[src/hdl/acpi_sleep_wake_pkg.sv]
/*
 * Constants and types for the sleep/wake configuration block:
 * register index, field positions, reset value, carrier structs.
 * Assumes an 8-bit configuration index/data path from the host side.
 */
package acpi_sleep_wake_pkg;

    localparam int          CFG_INDEX_W        = 8;
    localparam int          CFG_DATA_W         = 8;
    localparam int          SLEEP_TYPE_W       = 3;

    localparam logic [7:0]  SLEEP_WAKE_CONFIG_INDEX = 8'hf0;
    localparam logic [7:0]  SLEEP_WAKE_CONFIG_RESET = 8'h00;
    localparam int          SLEEP_ACTION_SELECT_BIT = 0;
    localparam int          WAKE_SOURCE_SELECT_BIT  = 1;
    localparam logic [7:0]  SLEEP_WAKE_CONFIG_MASK  = 8'h03;
    localparam logic [7:0]  READ_IDLE_DATA          = 8'h00;

    // Idle level of the active-low power-on request line
    localparam logic        POWER_ON_IDLE      = 1'h1;

    typedef struct packed {
        logic                      write;
        logic                      read;
        logic [CFG_INDEX_W-1:0]    index;
        logic [CFG_DATA_W-1:0]     wdata;
    } cfg_req_t;

    typedef struct packed {
        logic                      start;
        logic [SLEEP_TYPE_W-1:0]   sleep_type;
    } sleep_cmd_t;

endpackage
[src/hdl/acpi_sleep_wake_config.sv]
/*
 * Sleep/wake configuration block: one configuration register that
 * steers what a write of one to the sleep enable bit does, and which
 * events set the wake status flag.
 * Assumes cfg requests and sleep enable writes come from logic on clk;
 * power_on_request_n is a pin and is synchronised here. rst_n is the
 * battery power-on reset.
 * Assumes the clears and the enabled wake event are single-cycle or
 * level signals on clk, and that whoever consumes sleep_cmd.start and
 * smi_request samples them on clk as well.
 * Assumes a read and a write to the register may share a cycle; the
 * read then answers with the value held before that write.
 */
`timescale 1ns/1ps

// Summary of operation
// - Select 0: sleep enable write starts sleep
// - Select 1: no sleep, raise SMI instead
// - Every sleep enable write sets SMI flag
// - Wake select 0: wake status on power-on fall
// - Wake select 1: also on enabled wake events

module acpi_sleep_wake_config
    import acpi_sleep_wake_pkg::*;
#(
    parameter int SYNC_STAGES = 2
) (
    input  wire logic                      clk,
    input  wire logic                      rst_n,
    input  wire cfg_req_t                  cfg_req,
    output      logic [CFG_DATA_W-1:0]     cfg_rdata,
    output      logic                      cfg_rvalid,
    input  wire logic                      sleep_enable_write,
    input  wire logic [SLEEP_TYPE_W-1:0]   sleep_type_in,
    input  wire logic                      sleep_write_smi_clear,
    input  wire logic                      enabled_wake_event,
    input  wire logic                      wake_status_clear,
    input  wire logic                      power_on_request_n,
    output      sleep_cmd_t                sleep_cmd,
    output      logic                      sleep_write_smi_flag,
    output      logic                      smi_request,
    output      logic                      wake_status,
    output      logic [CFG_DATA_W-1:0]     config_value
);

    // Elaboration checks: refuse shapes the logic cannot serve
    // Defaults pass; a change that breaks one stops elaboration
    if (SYNC_STAGES < 2) begin : g_sync_stages_check
        $error("SYNC_STAGES must be at least 2");
    end

    if (CFG_DATA_W != $bits(SLEEP_WAKE_CONFIG_MASK)) begin : g_data_w_check
        $error("CFG_DATA_W must match the register mask width");
    end

    if (CFG_INDEX_W != $bits(SLEEP_WAKE_CONFIG_INDEX)) begin : g_index_w_check
        $error("CFG_INDEX_W must match the register index width");
    end

    if (SLEEP_ACTION_SELECT_BIT >= CFG_DATA_W) begin : g_sleep_bit_check
        $error("Sleep action select bit lies outside the register");
    end

    if (WAKE_SOURCE_SELECT_BIT >= CFG_DATA_W) begin : g_wake_bit_check
        $error("Wake source select bit lies outside the register");
    end

    if (SLEEP_ACTION_SELECT_BIT == WAKE_SOURCE_SELECT_BIT) begin : g_sel_apart
        $error("The two select bits must be distinct");
    end

    // Reserved bits must reset to their read value, or breaks
    if ((SLEEP_WAKE_CONFIG_RESET & ~SLEEP_WAKE_CONFIG_MASK)
            != READ_IDLE_DATA) begin : g_reset_check
        $error("Reserved bits must reset to zero");
    end

    // Decoded strobes and held state
    logic [CFG_DATA_W-1:0]     sleep_wake_config;
    logic [CFG_DATA_W-1:0]     write_view;
    logic [CFG_DATA_W-1:0]     read_view;
    logic [SYNC_STAGES-1:0]    power_on_sync;
    logic                      power_on_prev;
    logic                      power_on_fall;
    logic                      sleep_action_select;
    logic                      wake_source_select;
    logic                      config_hit;
    logic                      config_write;
    logic                      config_read;
    logic                      sleep_start;
    logic                      start_pulse;
    logic [SLEEP_TYPE_W-1:0]   held_sleep_type;
    logic                      wake_event_set;
    logic                      wake_set;

    // Register decode; only the one mapped index is written or read back
    assign sleep_action_select = sleep_wake_config[SLEEP_ACTION_SELECT_BIT];
    assign wake_source_select  = sleep_wake_config[WAKE_SOURCE_SELECT_BIT];
    assign config_hit          = (cfg_req.index == SLEEP_WAKE_CONFIG_INDEX);
    assign config_write        = cfg_req.write && config_hit;
    assign config_read         = cfg_req.read && config_hit;
    assign config_value        = read_view;

    // Per bit: implemented bits pass, reserved bits pin to zero
    // Reserved bits cost no storage once the constant flops fold away
    for (genvar b = 0; b < CFG_DATA_W; b++) begin : g_config_bit
        if (SLEEP_WAKE_CONFIG_MASK[b]) begin : g_implemented
            assign write_view[b] = cfg_req.wdata[b];
            assign read_view[b]  = sleep_wake_config[b];
        end else begin : g_reserved
            assign write_view[b] = READ_IDLE_DATA[b];
            assign read_view[b]  = READ_IDLE_DATA[b];
        end
    end

    // Configuration register; reserved bits never store
    always_ff @(posedge clk or negedge rst_n) begin
        if (!rst_n) begin
            sleep_wake_config <= SLEEP_WAKE_CONFIG_RESET;
        end else if (config_write) begin
            sleep_wake_config <= write_view;
        end
    end

    // Every read strobe is answered, mapped or not, so no host waits
    always_ff @(posedge clk or negedge rst_n) begin
        if (!rst_n) begin
            cfg_rvalid <= 1'h0;
        end else begin
            cfg_rvalid <= cfg_req.read;
        end
    end

    // Read data one cycle after the strobe; zero when nothing is read
    always_ff @(posedge clk or negedge rst_n) begin
        if (!rst_n) begin
            cfg_rdata <= READ_IDLE_DATA;
        end else if (config_read) begin
            cfg_rdata <= read_view;
        end else begin
            cfg_rdata <= READ_IDLE_DATA;
        end
    end

    // Sleep start only on the direct route; the SMI route suppresses it
    assign sleep_start = sleep_enable_write && !sleep_action_select;

    always_ff @(posedge clk or negedge rst_n) begin
        if (!rst_n) begin
            start_pulse <= 1'h0;
        end else begin
            start_pulse <= sleep_start;
        end
    end

    // Type kept from the last write; a late sequencer still sees it
    always_ff @(posedge clk or negedge rst_n) begin
        if (!rst_n) begin
            held_sleep_type <= '0;
        end else if (sleep_enable_write) begin
            held_sleep_type <= sleep_type_in;
        end
    end

    // Both fields leave from flops; the consumer sees no glitch
    assign sleep_cmd = '{start: start_pulse, sleep_type: held_sleep_type};

    // Sticky flag; a new write beats a clear in the same cycle
    // The flag records every write; the select bit only gates the SMI
    always_ff @(posedge clk or negedge rst_n) begin
        if (!rst_n) begin
            sleep_write_smi_flag <= 1'h0;
        end else if (sleep_enable_write) begin
            sleep_write_smi_flag <= 1'h1;
        end else if (sleep_write_smi_clear) begin
            sleep_write_smi_flag <= 1'h0;
        end
    end

    // SMI only while the flag is set and the select bit routes it
    assign smi_request = sleep_write_smi_flag && sleep_action_select;

    // Pin synchroniser; resets to idle so release makes no false edge
    always_ff @(posedge clk or negedge rst_n) begin
        if (!rst_n) begin
            power_on_sync <= {SYNC_STAGES{POWER_ON_IDLE}};
        end else begin
            power_on_sync <= {power_on_sync[SYNC_STAGES-2:0],
                              power_on_request_n};
        end
    end

    // Edge memory reads the last stage only, never the raw pin
    always_ff @(posedge clk or negedge rst_n) begin
        if (!rst_n) begin
            power_on_prev <= POWER_ON_IDLE;
        end else begin
            power_on_prev <= power_on_sync[SYNC_STAGES-1];
        end
    end

    assign power_on_fall = power_on_prev && !power_on_sync[SYNC_STAGES-1];

    // Wake events count only when the wake select bit routes them
    assign wake_event_set = wake_source_select && enabled_wake_event;
    assign wake_set       = power_on_fall
                         || wake_event_set;

    // Wake status; set beats clear in the same cycle
    // A clear that meets a fresh event loses, so no wake is lost
    always_ff @(posedge clk or negedge rst_n) begin
        if (!rst_n) begin
            wake_status <= 1'h0;
        end else if (wake_set) begin
            wake_status <= 1'h1;
        end else if (wake_status_clear) begin
            wake_status <= 1'h0;
        end
    end

endmodule // acpi_sleep_wake_config

[config.mk]
export PLATFORM = sky130hd
export DESIGN_NAME = acpi_sleep_wake_config
export DESIGN_NICKNAME = d
export VERILOG_FILES = /design/src/hdl/acpi_sleep_wake_pkg.sv /design/src/hdl/acpi_sleep_wake_config.sv
export SDC_FILE = /design/constraint.sdc
export NUM_CORES = 1
export LEC_CHECK = 0
export BUFFER_PORTS_ARGS = -buffer_cell sky130_fd_sc_hd__buf_2
export CAP_MARGIN = 10
export CORE_UTILIZATION = 39
export DETAILED_ROUTE_END_ITERATION = 7
export PLACE_DENSITY = 0.81
export SLEW_MARGIN = 15
export SYNTH_ARGS = -nofsm -noshare
export SYNTH_HDL_FRONTEND = slang
export SYNTH_SLANG_ARGS = --single-unit
export TNS_END_PERCENT = 1
[constraint.sdc]
create_clock -name clk -period 1.3 [get_ports clk]
set_input_delay 0.065 -clock clk [delete_from_list [all_inputs] [get_ports clk]]
set_output_delay 0.065 -clock clk [all_outputs]
set_load 0.01 [all_outputs]
======== Yosys cells after proc, flatten, opt, wreduce, memory -nomap -nowiden ========
Index checks and enable logic that the tools add are counted.
word-level totals
  bits in writable memories ............... 0
  word-level logic and storage cells ...... 26
  bits in read-only memories .............. 0
  bits in latches ......................... 0
  register bits ........................... 20
  memories kept ........................... 0
  output and inout bits ................... 24
cells by class
  equality and inequality tests ........... 1
  shifts and indexed selects .............. 0
  bitwise operators ....................... 0
  multiply operators ...................... 0
  multiplexer cells ....................... 5
  div/mod/pow operators ................... 0
  add/sub/neg operators ................... 0
  order comparisons ....................... 0
  reductions and logical operators ........ 11
operator list
  operator                                    count
  8-bit equality test, second input constant  1
  1-bit logical AND                           6
  1-bit two-way mux                           4
  2-bit nonzero test                          2
  1-bit logical NOT                           2
  2-bit two-way mux                           1
  1-bit logical OR                            1

======== Depth between registers and ports, before layout ========
  depth after elaboration ................. 4
  gate-level depth with buffers ........... 3

======== Least setup slack after synthesis ========
OpenSTA, ideal clock, no wires.
  kind .................................... input to register
  start point ............................. input port cfg_req[10] (netlist bit)
  end point ............................... register sleep_wake_config[0]
  data required time ...................... 1.175 ns
  slack ................................... 0.087 ns
  data arrival time ....................... 1.088 ns
  cell stages on the path ................. 3
  library setup time ...................... 0.125 ns
  path through ............................ nand4bb_1 -> or4b_4 -> mux2_4
on the way
  word-level cells in the longest chain between the ends .. 2
ends and longest elaborated chain
  what                  RTL line                       source
  from (decl)           acpi_sleep_wake_config.sv:30   input wire cfg_req_t cfg_req,
  8-bit equality test   acpi_sleep_wake_config.sv:99   assign config_hit = (cfg_req.index == SLEEP_WAKE_CONFIG_INDEX);
  1-bit logical AND     acpi_sleep_wake_config.sv:100  assign config_write = cfg_req.write && config_hit;
  to (signal assigned)  acpi_sleep_wake_config.sv:121  sleep_wake_config <= write_view;
  to (decl)             acpi_sleep_wake_config.sv:79   logic [CFG_DATA_W-1:0] sleep_wake_config;
Every way passes these cells.
A chain may end at the register's enable or synchronous reset.

======== Final worst setup path ========
  start point ............................. input port cfg_req[10] (netlist bit)
  end point ............................... register sleep_wake_config[1]
Same word-level chain as after synthesis.

==> impl_metrics.yaml <==
status:
  outcome: "complete, no violations"
sta:
  worst_hold_slack_ns: 0.0203
  setup_viol: 0
  tns_ns: 0
  post-route-period-util_pct: 82.5
  fin_skew_ns: 0.00715
  rsz0062_at_grt: "false"
  drv_slew: 0
  fmax_ghz: 0.932
  finalHoldViolCount: 0
  period_minus_slack_ns: 1.07
synthesis:
  synth_top_family_by_area: "buffers and inverters"
  synth_seq_cells: 14
  synth-simple-area-share_pct: 10.9
  synth.cell_area_um2: 618
  synth_compound_area_share_pct: 2.63
  avgSynthCellArea_um2: 12.6
  synthXorXnorAreaFrac_pct: 0
  muxShareOfSynthArea_pct: 10.3
  synthCells: 49
  yosysSeqAreaShare_pct: 57.3
  synth_warnings: 0
  synth_fa_ha_area_share_pct: 0
  ys_types: 17
final_layout:
  instances_no_fill: 104
  drive_above_1_share_pct: 51.1
  fillers: 142
  diodes: 0
  fin_nets: 117
  final_util_pct: 54.6
  area_growth_pct: 31.6
  seq_area_um2: 354
  multi_input_area_um2: 193
floorplanning:
  die_x_um: 41.8
  num_rows: 14
  initial_core_util_pct: 41.5
  die_area_um2: 1750
  ios: 52
  dieHeight_um: 41.8
  core_um2: 1490
worst_setup_path:
  crit_chain: "buf_2 > nand4bb_1 > or4b_4 > mux2_4"
  criticalPathCategory: "input port to flop"
  critPathRequiredTime_ns: 1.46
  cpMaxStageDelayCell: "or4b_4"
  worst-path-max-fanout: 2
  start_kind: "input port"
  crit_arrival_ns: 1.23
  cpPeakStageDelay_ns: 0.56
  end_kind: "flop"
cts:
  clk_pin_slew_worst_paths_ns: 0.08
  cts_tree: "done"
  cts.sinks: 14
  clock_latency_ns: 0.27
  root_buffer: "clkbuf_4"
  cts-buffers-inserted: 3
  cts_resized: 0
  cts_max_path_buffers: 2
  cts_htree_levels: 1
power:
  p_clk_share_pct: 28.8
  sequentialPowerShare_pct: 56.3
  comb_power_share_pct: 14.9
  switching_share_pct: 23.6
  intPower_uw: 647
  peakVddDrop_uv: 567
  p_switching_uw: 199
  cellLeakagePower_nw: 0.462
  power_density_nw_per_um2: 1040
global_route:
  grt.overflow.total: 0
  antenna_found_initial: 0
  grt_max_degree: 15
  grt_pass1_wl_mm: 1.60
  grt_pass1_vias: 415
  globalRouteTotalUtil_pct: 12.2
placed_design:
  hpwl_um: 747
  place.gp.congestion: 0.651
  io_buffers: 33
  placed_cells: 96
routing:
  ant_nets: 0
  routed_wl_um: 962
  drcViolationCount: 0
  post_drt_via_cell_ratio: 4.31
  drtPass1Iterations: 4
  post_drt_wl_per_cell_um: 9.25
  drt_iter0_drc: 2
  num_vias: 448
job:
  cap_violations: 0
worst_hold_path:
  holdCritPathClass: "input port to flop"
## path summary, 6_finish.rpt
kind                                       from              endpoint  slack, ns  cells after the start
max                                 cfg_req[10]  sleep_wake_config[1]       0.23                      4
min                                  cfg_req[0]  sleep_wake_config[0]       0.02                      2
max reg2reg                sleep_wake_config[1]  sleep_wake_config[1]       0.49                      1
min reg2reg                    power_on_sync[0]      power_on_sync[1]       0.36                      0
max in group asynchronous                 rst_n         power_on_prev       0.79                      2
min in group asynchronous                 rst_n    held_sleep_type[2]       0.22                      2
## metal layers
layer	up-vias	part of all wire [%]	GRT usage, %
li1	214	-	-
met1	209	40	14.6
met2	25	53	19.7
met3	0	7.3	1.30
met4	0	0	9.68
met5	-	0	0
## worst max-delay path, delay by kind of cell
family	cells	cell delay (ns)
buffers and inverters	1	0.09
AND/OR/NAND/NOR	2	0.77
multiplexers	1	0.31
## cells in the mapped netlist, drive strengths merged
cell type / n / area (um2)
buf: 13 / 97.6
dfrtp: 11 / 275
mux2: 5 / 63.8
inv: 4 / 15.0
dfstp: 3 / 78.8
and3: 2 / 12.5
nand2: 2 / 7.51
a21o: 1 / 7.51
and2: 1 / 6.26
conb: 1 / 3.75
nand4bb: 1 / 11.3
nor2: 1 / 3.75
nor2b: 1 / 6.26
nor4: 1 / 6.26
o221ai: 1 / 8.76
or4b: 1 / 13.8
## power by group through the flow
| stage | sequential (mW) | combinational, mW | clock (mW) |
|---|---|---|---|
| global route | 0.480 | 0.140 | 0.280 |
| floorplan | 0.493 | 0.0723 | 0 |
| CTS | 0.477 | 0.128 | 0.261 |
| global placement | 0.484 | 0.115 | 0 |
| finish | 0.476 | 0.126 | 0.244 |
| detailed placement | 0.485 | 0.118 | 0 |
## cells by family (layout without fill, tap and decap cells)
group,after synthesis,after routing
AOI/OAI and AO/OA,2,2
buffers and inverters,17,45
and+or+nand+nor,10,10
other,1,12
muxes,5,5
DFF,14,14
## through the flow
step	setup WS, ns	total power, mW	cell area [um2]
2_1_floorplan	0.0869	0.566	659
3_3_place_gp	-0.0351	0.598	747
3_5_place_dp	-0.0694	0.603	747
4_1_cts	0.231	0.865	813
5_1_grt	0.194	0.900	813
6_report	0.227	0.846	813
## area by class of cell
class,instances,share of cell area (%)
inverters,4,1.85
repair buffers,37,25.2
well taps,16,2.46
clock buffers,4,3.23
flip-flops and latches,14,43.5
multi-input cells,29,23.7
## flip-flops by register name (all words and copies together), names as in the netlist
name and cells:
held_sleep_type 3, sleep_write_smi_flag 1, cfg_rvalid 1, start_pulse 1, power_on_prev 1, sleep_wake_config 2
power_on_sync 2, wake_status 1, cfg_rdata 2
## repair_timing
| action | CTS | global route |
|---|---|---|
| endpoints found under the hold margin | 17 | 0 |
| buffers inserted | 0 | 0 |
| hold buffers | 4 | 0 |
## layout by cell type, fill, tap and decap left out, types with 2 or more instances in the layout
master,n
buf_2,33
conb_1,12
dfrtp_1,11
inv_1,4
dlygate4sd3_1,4
mux2_2,3
clkbuf_4,3
dfstp_2,3
nand2_1,2
and3_1,2
mux2_4,2
No activity file was read; power rests on OpenSTA's default activity.
